<file path="config.mk">
export PLATFORM = sky130hd
export DESIGN_NAME = mwd_top
export DESIGN_NICKNAME = d
export VERILOG_FILES = /design/src/include/mwd_pkg.sv /design/src/design/mwd_top.sv /design/src/design/mwd_axis.sv
export SDC_FILE = /design/constraint.sdc
export NUM_CORES = 1
export LEC_CHECK = 0
export ABC_AREA = 1
export BUFFER_PORTS_ARGS = -buffer_cell sky130_fd_sc_hd__buf_2
export CAP_MARGIN = 40
export CORE_MARGIN = 5
export CORE_UTILIZATION = 35
export CTS_BUF_LIST = sky130_fd_sc_hd__clkbuf_4 sky130_fd_sc_hd__clkbuf_8
export DETAILED_ROUTE_END_ITERATION = 10
export PLACE_DENSITY = 0.5
export SETUP_SLACK_MARGIN = 0.2
export SYNTH_ARGS = -nofsm -noshare
export SYNTH_HDL_FRONTEND = slang
export SYNTH_SLANG_ARGS = --single-unit
</file>
<file path="constraint.sdc">
create_clock -name CLK -period 4.6 [get_ports CLK]
set_clock_uncertainty 0.15 [all_clocks]
set_input_delay 0.46 -clock CLK [delete_from_list [all_inputs] [get_ports CLK]]
set_output_delay 0.46 -clock CLK [all_outputs]
set_load 0.005 [all_outputs]
</file>
<file path="src/include/mwd_pkg.sv">
// constants for the motion-watch wakeup detector
`default_nettype none
package mwd_pkg;
    localparam logic [7:0] MWD_ADDR_THRESH_PORT = 8'h13;
    localparam logic [7:0] MWD_ADDR_CONFIG      = 8'h14;
    localparam logic [7:0] MWD_CONFIG_RESET     = 8'h00;
    localparam int         MWD_SEL_LSB          = 0;
    localparam int         MWD_CNTEN_BIT        = 3;
    localparam int         MWD_MUX_LSB          = 4;
    localparam int         MWD_RESET_BIT        = 7;
    localparam int         MWD_DELTA_W          = 11;
    localparam int         MWD_TH_W             = 6;
    localparam logic [2:0] MWD_MUX_MAX          = 3'h5;
    localparam logic [2:0] MWD_SEL_NONE_LO      = 3'h0;
    localparam logic [2:0] MWD_SEL_NONE_HI      = 3'h4;
    localparam logic [5:0] MWD_SHADOW_RESET     = 6'h00;
    localparam logic [5:0] MWD_COUNT_RESET      = 6'h00;
endpackage
`default_nettype wire

</file>
<file path="src/design/mwd_top.sv">
// motion-watch detector configuration, shadow registers and three axes
// Notes on behaviour
// (RQ1) three-bit selector picks shadow register; codes 000 and 100 pick none
// (RQ2) codes 001/010/011 reach X/Y/Z thresholds
// (RQ3) codes 101/110/111 reach X/Y/Z detection counts
// (RQ4) counter enable low: counters unused, any event wakes
// (RQ5) counter enable high: counters on for all axes
// (RQ6) bits 6:4 pick delta window; 101 and above pick bits 10:5
// (RQ7) delta above the window clamps to a valid event
// (RQ8) bit 7 holds detector in reset; hardware never clears it
// (RQ9) software pulses bit 7 after a wakeup to re-arm
// (RQ10) config register at 0x14 is read/write, zero after reset
// (RQ11) each axis threshold is an independent six-bit value
// (RQ12) software loads count registers with events minus one
// (RQ13) baseline mode uses first sample, else previous sample
// (RQ14) none-code accesses change nothing and read zero
`timescale 1ns/10ps
`default_nettype none
module mwd_top #(
    parameter int DW = mwd_pkg::MWD_DELTA_W,
    parameter int TW = mwd_pkg::MWD_TH_W
) (
    input  wire logic            CLK,
    input  wire logic            RST_B,
    input  wire logic            REG_WR,
    input  wire logic            REG_RD,
    input  wire logic [7:0]      REG_ADDR,
    input  wire logic [7:0]      REG_WDATA,
    output logic      [7:0]      REG_RDATA,
    input  wire logic            SAMPLE_VALID,
    input  wire logic [3*DW-1:0] SAMPLE_XYZ,
    input  wire logic            BASELINE_DELTA_MODE,
    output logic      [2:0]      AXIS_HIT,
    output logic                 WAKEUP
);
    import mwd_pkg::*;

    ////////////////////////////////////////////////////////////////////////
    // config register layout, msb first:
    //   7    detector held in reset while set, never cleared by hardware
    //   6:4  which six delta bits meet the threshold
    //   3    detection counter enable for all axes
    //   2:0  shadow register behind the threshold port
    typedef struct packed {
        logic [7:0]         config_reg;
        logic [2:0][TW-1:0] threshold;
        logic [2:0][TW-1:0] count_limit;
        logic [7:0]         rdata;
        logic               wakeup;
    } mwd_top_s;

    mwd_top_s           st;
    mwd_top_s           next_st;

    // config fields
    logic [2:0]         sel;
    logic [1:0]         axis;
    logic               sel_none;
    logic               sel_count;
    logic               detector_clr;
    logic [2:0]         mux_sel;
    logic               cnt_en;

    // bus decode
    logic               addr_config;
    logic               addr_port;
    logic               wr_config;
    logic               wr_port;
    logic               rd_config;
    logic               rd_port;
    logic [2:0]         wr_threshold;
    logic [2:0]         wr_count;
    logic [TW-1:0]      port_rdata;
    logic [7:0]         rd_mux;

    // detector side
    logic [2:0]         hit;
    logic               any_hit;
    logic [2:0][DW-1:0] axis_sample;
    genvar              g;

    ////////////////////////////////////////////////////////////////////////
    // config register fields
    always_comb begin
        sel          = st.config_reg[MWD_SEL_LSB +: 3]; // [RQ1]
        sel_none     = (sel == MWD_SEL_NONE_LO) || (sel == MWD_SEL_NONE_HI); // [RQ1]
        sel_count    = sel[2]; // [RQ3]
        axis         = 2'(sel[1:0] - 2'h1); // [RQ2]
        cnt_en       = st.config_reg[MWD_CNTEN_BIT]; // [RQ4]
        mux_sel      = st.config_reg[MWD_MUX_LSB +: 3]; // [RQ6]
        detector_clr = st.config_reg[MWD_RESET_BIT]; // [RQ8]
    end

    ////////////////////////////////////////////////////////////////////////
    // address decode; other addresses are ignored and read zero
    always_comb begin
        addr_config = 1'b0;
        addr_port   = 1'b0;
        if (REG_ADDR == MWD_ADDR_CONFIG) begin
            addr_config = 1'b1;
        end else if (REG_ADDR == MWD_ADDR_THRESH_PORT) begin
            addr_port = 1'b1;
        end
    end

    // the none codes block every port access
    always_comb begin
        wr_config = REG_WR && addr_config; // [RQ10]
        wr_port   = REG_WR && addr_port && !sel_none; // [RQ14]
        // reads
        rd_config = REG_RD && addr_config; // [RQ10]
        rd_port   = REG_RD && addr_port && !sel_none; // [RQ14]
    end

    ////////////////////////////////////////////////////////////////////////
    // shadow write strobes, one pair per axis
    // axis index is the low selector bits minus one
    generate
        for (g = 0; g < 3; g++) begin : gen_shadow_we
            assign wr_threshold[g] = wr_port && !sel_count && (axis == 2'(g)); // [RQ2]
            assign wr_count[g]     = wr_port && sel_count && (axis == 2'(g)); // [RQ3]
        end
    endgenerate

    ////////////////////////////////////////////////////////////////////////
    // read path; port bits 7:6 are not stored and read zero
    always_comb begin
        port_rdata = '0; // [RQ14]
        // codes 000 and 100 fall through and read zero
        if (sel == 3'h1) begin
            port_rdata = st.threshold[0]; // [RQ2]
        end else if (sel == 3'h2) begin
            port_rdata = st.threshold[1]; // [RQ2]
        end else if (sel == 3'h3) begin
            port_rdata = st.threshold[2]; // [RQ2]
        end else if (sel == 3'h5) begin
            port_rdata = st.count_limit[0]; // [RQ3]
        end else if (sel == 3'h6) begin
            port_rdata = st.count_limit[1]; // [RQ3]
        end else if (sel == 3'h7) begin
            port_rdata = st.count_limit[2]; // [RQ3]
        end
        rd_mux = 8'h00;
        if (rd_config) begin
            rd_mux = st.config_reg; // [RQ10]
        end else if (rd_port) begin
            rd_mux = 8'(port_rdata); // [RQ11]
        end
    end

    ////////////////////////////////////////////////////////////////////////
    // wakeup is the or of the sticky hits, one register behind them
    always_comb begin
        any_hit = |hit; // [RQ5]
    end

    ////////////////////////////////////////////////////////////////////////
    // next register state; a read in the cycle of a write sees the old value
    always_comb begin
        next_st = st;
        if (wr_config) begin
            next_st.config_reg = REG_WDATA; // [RQ10]
        end
        // at most one strobe is high, so the order does not matter
        for (int a = 0; a < 3; a++) begin
            if (wr_threshold[a]) begin
                next_st.threshold[a] = REG_WDATA[TW-1:0]; // [RQ11]
            end
            if (wr_count[a]) begin
                next_st.count_limit[a] = REG_WDATA[TW-1:0]; // [RQ3]
            end
        end
        next_st.rdata  = rd_mux; // [RQ14]
        next_st.wakeup = any_hit;
    end

    ////////////////////////////////////////////////////////////////////////
    // state register; config and shadow reset values come from the package constants, read data and wakeup reset to zero
    always_ff @(posedge CLK or negedge RST_B) begin
        if (!RST_B) begin
            st             <= '0;
            st.config_reg  <= MWD_CONFIG_RESET; // [RQ10]
            st.threshold   <= {3{TW'(MWD_SHADOW_RESET)}};
            st.count_limit <= {3{TW'(MWD_COUNT_RESET)}};
        end else begin
            st <= next_st;
        end
    end

    ////////////////////////////////////////////////////////////////////////
    // per-axis detectors; X sits in the low bits of the sample word
    // all axes share the config fields; only sample and shadows differ
    generate
        for (g = 0; g < 3; g++) begin : gen_axis
            assign axis_sample[g] = SAMPLE_XYZ[g*DW +: DW];

            mwd_axis #(
                .DW (DW),
                .TW (TW)
            ) u_axis (
                .CLK                 (CLK),
                .RST_B               (RST_B),
                .clr                 (detector_clr), // [RQ8]
                .sample_valid        (SAMPLE_VALID),
                .sample              (axis_sample[g]),
                .baseline_delta_mode (BASELINE_DELTA_MODE),
                .mux                 (mux_sel),
                .cnt_en              (cnt_en),
                .threshold           (st.threshold[g]),
                .count_limit         (st.count_limit[g]),
                .hit                 (hit[g])
            );
        end
    endgenerate

    ////////////////////////////////////////////////////////////////////////
    // read data and wakeup are registered; the hits come from the axes
    assign REG_RDATA = st.rdata;
    assign AXIS_HIT  = hit;
    assign WAKEUP    = st.wakeup;
endmodule
`default_nettype wire

</file>
<file path="src/design/mwd_axis.sv">
// one axis: delta, windowed clamped compare and event counter
`timescale 1ns/10ps
`default_nettype none
module mwd_axis #(
    parameter int DW = 11,
    parameter int TW = 6
) (
    input  wire logic          CLK,
    input  wire logic          RST_B,
    input  wire logic          clr,
    input  wire logic          sample_valid,
    input  wire logic [DW-1:0] sample,
    input  wire logic          baseline_delta_mode,
    input  wire logic [2:0]    mux,
    input  wire logic          cnt_en,
    input  wire logic [TW-1:0] threshold,
    input  wire logic [TW-1:0] count_limit,
    output logic               hit
);
    import mwd_pkg::*;

    typedef struct packed {
        logic [DW-1:0] ref_sample;
        logic          have_ref;
        logic [TW-1:0] count;
        logic          hit;
    } mwd_axis_s;

    mwd_axis_s st;
    mwd_axis_s next_st;
    logic [DW-1:0] delta;
    logic [DW-1:0] shifted;
    logic [TW-1:0] window;
    logic          over;
    logic          event_seen;
    logic [2:0]    sh;

    always_comb begin
        next_st = st;
        sh = (mux > MWD_MUX_MAX) ? MWD_MUX_MAX : mux; // [RQ6]
        // absolute delta, baseline or previous reference [RQ13]
        delta = (sample >= st.ref_sample) ? DW'(sample - st.ref_sample) : DW'(st.ref_sample - sample);
        shifted = delta >> sh;
        window = shifted[TW-1:0];
        over = |shifted[DW-1:TW]; // [RQ7]
        event_seen = sample_valid && st.have_ref && (over || window > threshold);
        if (clr) begin
            next_st = '0; // [RQ8]
        end else if (sample_valid) begin
            if (!st.have_ref || !baseline_delta_mode) begin
                next_st.ref_sample = sample;
            end
            next_st.have_ref = 1'b1;
            if (event_seen && !st.hit) begin
                if (!cnt_en) begin
                    next_st.hit = 1'b1; // [RQ4]
                end else if (st.count >= count_limit) begin
                    next_st.hit = 1'b1; // [RQ5]
                end else begin
                    next_st.count = TW'(st.count + 1'b1);
                end
            end else if (!event_seen && cnt_en) begin
                next_st.count = MWD_COUNT_RESET;
            end
        end
    end

    always_ff @(posedge CLK or negedge RST_B) begin
        if (!RST_B) begin
            st <= '0;
        end else begin
            st <= next_st;
        end
    end

    assign hit = st.hit;
endmodule
`default_nettype wire

</file>
# Word level (Yosys, flattened, before mapping)
# Cells that the tools add are included.
# op_classes
n_shift	3
n_eq_ne	20
n_reduce_logical	70
order_cmp	10
n_addsub	10
n_mux	45
# ops
cell	count
19-bit two-way mux	6
6-bit two-way mux	19
11-bit two-way mux	6
11-bit subtractor	6
11-bit greater-or-equal comparator	3
11-bit by 3-bit >> shifter with 11-bit output	3
1-bit logical AND	26
6-bit by 1-bit adder with 6-bit output (second input constant)	3
6-bit greater-or-equal comparator	3
6-bit greater-than comparator	3
3-bit != test (second input constant)	6
8-bit by 5-bit equality test with 1-bit output (second input constant)	2
5-bit OR reduction	3
2-bit nonzero test	7
3-bit equality test (second input constant)	4
1-bit zero test	12
1-bit two-way mux	12
4-bit AND reduction	3
3-bit by 1-bit != test with 1-bit output (second input constant)	3
3-bit AND reduction	3
3-bit nonzero test	3
8-bit two-way mux	1
1-bit logical OR	7
3-bit by 2-bit equality test with 1-bit output (second input constant)	2
10 further kinds	12
# word_totals
output_inout_bits	12
regBits	110

# Logic depth before layout (Yosys ltp)
# logic_depth
ltp_word	12
depth_mapped	33
ltp_nobuf	32

# Modules after synthesis
# A second synthesis with hierarchy kept.
# hier_totals
hier_cells	1603
hier_area_um2	10865.4
# by_module_without_submodules
mod	n_inst	area_per_inst_um2	cells_each
mwd_axis (gen_axis[0].u_axis)	1	2776.4	442
mwd_axis (gen_axis[1].u_axis)	1	2755.1	427
mwd_axis (gen_axis[2].u_axis)	1	2755.1	443
mwd_top	1	2578.7	291

# Least setup slack after synthesis
# No wires, ideal clock.
# synth_path
path_kind	input -> register
start	input port SAMPLE_XYZ[6]
end	register gen_axis[0].u_axis.st[3] (netlist name)
stages	27
slack_ps	724
path_buffers	0
t_arrival_ps	3609
required_ps	4333
setup_ps	117
cell_sequence	inv_1 -> ha_1 -> nand2_2 -> inv_1 -> a21oi_2 -> nand2_2 -> a21oi_4 -> nand3_1 -> o21ai_0 -> xor2_1 -> o21ai_0 -> o221a_2 -> ha_1 -> inv_1 -> nor2_1 -> o21ai_0 -> a21boi_0 -> o21ai_0 -> a2bb2oi_1 -> nor2_1 -> nand2_2 -> nand2_1 -> nand2_2 -> nand3_4 -> nand2_4 -> nand2_1 -> nand2_1
# synth_via
elab_chain_len	10
word_cells_on_any_way	19
cone_classes	add/sub (2); order compare (2); eq/ne (2); shift (1); mux (4); reduce/logical (8)
# synth_rtl
element	line	rtl
start: declaration	mwd_top.sv:31	input wire logic [3*DW-1:0] SAMPLE_XYZ,
11-bit subtractor or 11-bit greater-or-equal comparator (tied branches)	mwd_axis.sv:42	delta = (sample >= st.ref_sample) ? DW'(sample - st.ref_sample) : DW'(st.ref_sample - sample);
11-bit two-way mux *	mwd_axis.sv:42	
11-bit by 3-bit >> shifter with 11-bit output *	mwd_axis.sv:43	shifted = delta >> sh;
6-bit greater-than comparator or 5-bit OR reduction (tied branches)	mwd_axis.sv:46, mwd_axis.sv:45	
1-bit logical OR *	mwd_axis.sv:46	event_seen = sample_valid && st.have_ref && (over || window > threshold);
1-bit logical AND *	mwd_axis.sv:46	
1-bit zero test or 1-bit logical AND (tied branches)	mwd_axis.sv:62, mwd_axis.sv:54	
1-bit logical AND or 6-bit two-way mux (tied branches)	mwd_axis.sv:62, mwd_axis.sv:54	
3-bit nonzero test (no line) or 19-bit two-way mux (tied branches)	--	
4-bit AND reduction (no line) or 19-bit two-way mux (tied branches)	--	
end signal: assignment	mwd_axis.sv:72	st <= next_st;
end: declaration	mwd_axis.sv:29	mwd_axis_s st;
# Mark *: on every way between the ends. The rest lies on a longest branch, timed or not. The select of a mux whose other input is x is not followed.
# A chain may end at the register's enable or synchronous reset.

# Final worst setup path
# layout_path
start	register gen_axis[2].u_axis.st[9] (netlist name)
end	register gen_axis[2].u_axis.st[6] (netlist name)
# layout_via
elab_chain_len	10
word_cells_on_any_way	19
cone_classes	add/sub (2); order compare (2); eq/ne (2); shift (1); mux (4); reduce/logical (8)
# layout_rtl
element	line
start: declaration	mwd_axis.sv:29
start signal: assignment	mwd_axis.sv:72
11-bit subtractor or 11-bit greater-or-equal comparator (tied branches)	mwd_axis.sv:42
11-bit two-way mux *	mwd_axis.sv:42
11-bit by 3-bit >> shifter with 11-bit output *	mwd_axis.sv:43
6-bit greater-than comparator or 5-bit OR reduction (tied branches)	mwd_axis.sv:46, mwd_axis.sv:45
1-bit logical OR *	mwd_axis.sv:46
1-bit logical AND *	mwd_axis.sv:46
1-bit zero test or 1-bit logical AND (tied branches)	mwd_axis.sv:62, mwd_axis.sv:54
1-bit logical AND or 6-bit two-way mux (tied branches)	mwd_axis.sv:62, mwd_axis.sv:54
3-bit nonzero test (no line) or 19-bit two-way mux (tied branches)	--
4-bit AND reduction (no line) or 19-bit two-way mux (tied branches)	--
# Marks and branches as above.

==> impl_results.md <==
- Crit path capture type: register
- # rows: 62
- Worst Path Arrival: 4.25 ns
- Top_reg_cell synth: dfrtp_1
- Kind of critical path: reg -> reg
- Synth Area in Adders: 0.1379
- Share of cells above drive strength 1: 0.1327
- End point of the critical path: gen_axis[2].u_axis.st[6]
- Pin slew with the least headroom to its limit: 0.7850 ns
- P per Cell Area: 211.3 nW/um^2
- GRT Resource Usage Total: 0.1757
- P&R area growth vs syn: 14.67%
- Min-Delay Path Class: in -> reg
- CP startpoint: gen_axis[2].u_axis.st[9]
- Synth Area in Compound Gates: 0.1379
- Post-Syn Area per Cell: 6.685 sq um
- CP startpoint kind: register
- Normalized max-slew margin: 0.4734
- Fmax: 243.4 MHz
- Max Root-Sink Buffers: 2
- Gr ovfl total: 0
- Final instance area: 11610 sq um
- Area after DPL: 10910 sq um
- Multiplexer share of the synthesized area: 0.008895
- Clk sink count: 108
- Worst R2R Start: gen_axis[2].u_axis.st[9]
- Largest net degree at the start of global routing: 67
- I/O pin count: 67
- Synth area leader: dfrtp_1
- CP top delay family: simple AND/OR/NAND/NOR gates
- # H-tree levels: 3
- Max Slew Vio Count: 0
- Final antenna-violating net count: 0
- Routability cong.: 0.8777
- Worst skew pair latency: 0.41 ns
- CTS tree: yes
- Leak Pwr: 5.904 nW
- R2R depth: 29
- Max_cap viols: 0
- R2R setup slack: 0.49 ns
- Most instantiated cells after synthesis: nand2_1 (423), inv_1 (247), nand3_1 (149)
- Fin. Hold Viols: 0
- Combinational family with the most area after synthesis: simple AND/OR/NAND/NOR gates
- Antenna diode count: 0
- FF+latch count, synth: 108
- Vias in the first global route: 9478
- Gate Count Post-Synth: 1515
- Worst path depth: 29
- Count leader, synth: nand2_1
- Worst path slowest cell: dfrtp_1
- Yosys warns: 0
- Pre-Repair DR Iteration Count: 7
- Critical Path Most Common Cell: nand2_1
- RSZ-0062 raised after global routing: yes
- Worst ir drop on vdd: 0.1786 mV
- XOR/XNOR share of the synthesized area: 0.02076
- Sequential share of the synthesized area: 0.2669
- Total Wirelength: 28980 microns
- Root buffer cell: clkbuf_8
- Die Height: 180.1 microns
- Status: finished clean
- Layout Nets: 1749
- Die width: 180.1 microns
- Crit-path max FO: 7
- Period utilization: 0.8932
- Syn Nets: 1678
- Starting Density: 0.3538
- CTS clk-pin slew, worst paths: 0.13 ns
- Top post-synthesis cells by area: dfrtp_1 (27%), nand2_1 (16%), ha_1 (13%)
- Distinct cells, synth: 54
- Fin Hold WS: 0.09909 ns
- CP peak stage delay: 0.42 ns
- First-pass GRT wire length: 47740 microns
- Reg2reg end: gen_axis[2].u_axis.st[6]
- CTS Buf Count: 9
- Share of the synthesized area in the top cell type: 0.2669
- Total number of vias: 9712
- Simple-Gate Fraction of Synth Area: 0.3150
- Initial drt markers: 552
- Buf/Inv on CP: 3
- Die Area: 32440 sq um
- I/O Buffers: 66
- WL/cell: 14.68 microns
- Cell Area, Synth: 10130 sq um
- Required @ worst endpoint: 4.74 ns
- Final setup violation count: 0
- Final min period: 4.109 ns
- DRC viols: 0
- FFs w/ async S/R, synth: 1.000
- Vias per cell: 4.920
- Core Area: 28630 sq um
- Post-synth EDFFs: 0
- Detailed placement HPWL: 22750 microns
- Antenna violations before repair: 0
[worst min-delay path: cells and delay by family]
kind / cells / cell delay, ns
and+or+nand+nor: 1 / 0.04
buffers and inverters: 1 / 0.07
AOI/OAI and AO/OA: 1 / 0.05
[per-layer routing]
metal / vias to the layer above / global-route usage / part of all wire
met5: - / 0 / 0
met4: 0 / 0.03418 / 0.013
met3: 30 / 0.02140 / 0.028
met2: 137 / 0.3001 / 0.47
met1: 4524 / 0.2416 / 0.48
li1: 5021 / - / -
[flip-flops by register name (all words and copies together) (netlist names)]
| signal | flops |
|---|---|
| gen_axis.u_axis.st | 52 |
| st | 36 |
| REG_RDATA | 8 |
| gen_axis.u_axis.hit | 3 |
| mux_sel | 3 |
| sel | 3 |
| WAKEUP | 1 |
| cnt_en | 1 |
| detector_clr | 1 |
[what timing repair did]
action / 4_1_cts / 5_1_grt
hold buffers: 1 / 0
hold endpoints to repair: 18 / 0
setup endpoints to repair: 4 / 20
pin swaps: 0 / 20
setup buffers: 1 / 12
resized for setup: 1 / 83
[logic make-up (layout without fill, tap and decap cells)]
group | count (synthesis) | in the layout
AND/OR/NAND/NOR | 731 | 731
buffers and inverters | 293 | 368
AO/OA/AOI/OAI | 242 | 242
adder cells (fa/ha/maj) | 108 | 108
flip-flops | 108 | 108
XOR/XNOR | 24 | 24
multiplexers | 9 | 9
[final cells by class]
| type | instances | area [sq um] |
|---|---|---|
| well taps | 384 | 480.5 |
| fillers | 3067 | 17010 |
| inverters | 257 | 967.2 |
| repair buffers | 96 | 573.1 |
| clock buffers | 9 | 123.9 |
| multi-input cells | 1114 | 6704 |
| clock inverters | 6 | 61.31 |
| flip-flops and latches | 108 | 2703 |
[metrics by stage]
stage | TNS (ns) | utilization | setup slack (ns) | std cells | total power (W)
after floorplan | 0 | - | 0.7243 | 1515 | 0.001539
after global placement | -0.4206 | 0.3805 | -0.07224 | 1944 | 0.001767
after detailed placement | -0.3256 | 0.3812 | -0.04310 | 1945 | 0.001771
after CTS | 0 | 0.3883 | 0.2107 | 1962 | 0.002411
after global routing | 0 | 0.4057 | 0.1615 | 1974 | 0.002627
final | 0 | 0.4057 | 0.4915 | 1974 | 0.002454
[power breakdown]
group | internal (W) | switching (W)
registers | 0.000973 | 0.0000255
logic | 0.000306 | 0.000522
clock network | 0.000208 | 0.000420
[worst min path at each step]
stage | from | endpoint | slack, ns | depth (start not counted)
2_1_floorplan | RST_B | REG_RDATA[0] | 0.01 | 0
3_3_place_gp | st[26] | st[26] | 0.32 | 2
3_5_place_dp | RST_B | gen_axis[1].u_axis.st[16] | 0.24 | 1
4_1_cts | REG_WDATA[7] | detector_clr | 0.09 | 3
5_1_grt | REG_WDATA[7] | detector_clr | 0.11 | 3
6_report | REG_WDATA[7] | detector_clr | 0.1 | 3
[cell usage in the layout, fill, tap and decap left out, types with 4 or more instances in the layout]
cell	Yosys	final
o21ai_2	0	5
nand2_4	4	7
nand3_2	6	5
buf_2	3	65
inv_1	247	246
o22ai_1	14	13
nand2_2	19	20
o21bai_1	5	5
o221ai_1	4	4
o21ai_1	1	6
mux2i_1	9	8
buf_4	4	29
xnor2_1	7	6
clkbuf_8	0	9
dfrtp_1	108	108
nand3_1	149	149
nor2_1	87	84
clkinv_1	3	4
inv_2	7	6
ha_1	102	78
o21a_1	10	10
fa_1	6	4
nand2_1	423	418
o211ai_1	4	4
xor2_1	17	17
a21oi_1	56	54
o21ai_0	122	112
ha_4	0	23
nor2_2	4	6
a21oi_2	3	5
a21boi_0	5	4
nand4_1	24	24
Power figures use the tool's default switching activity.
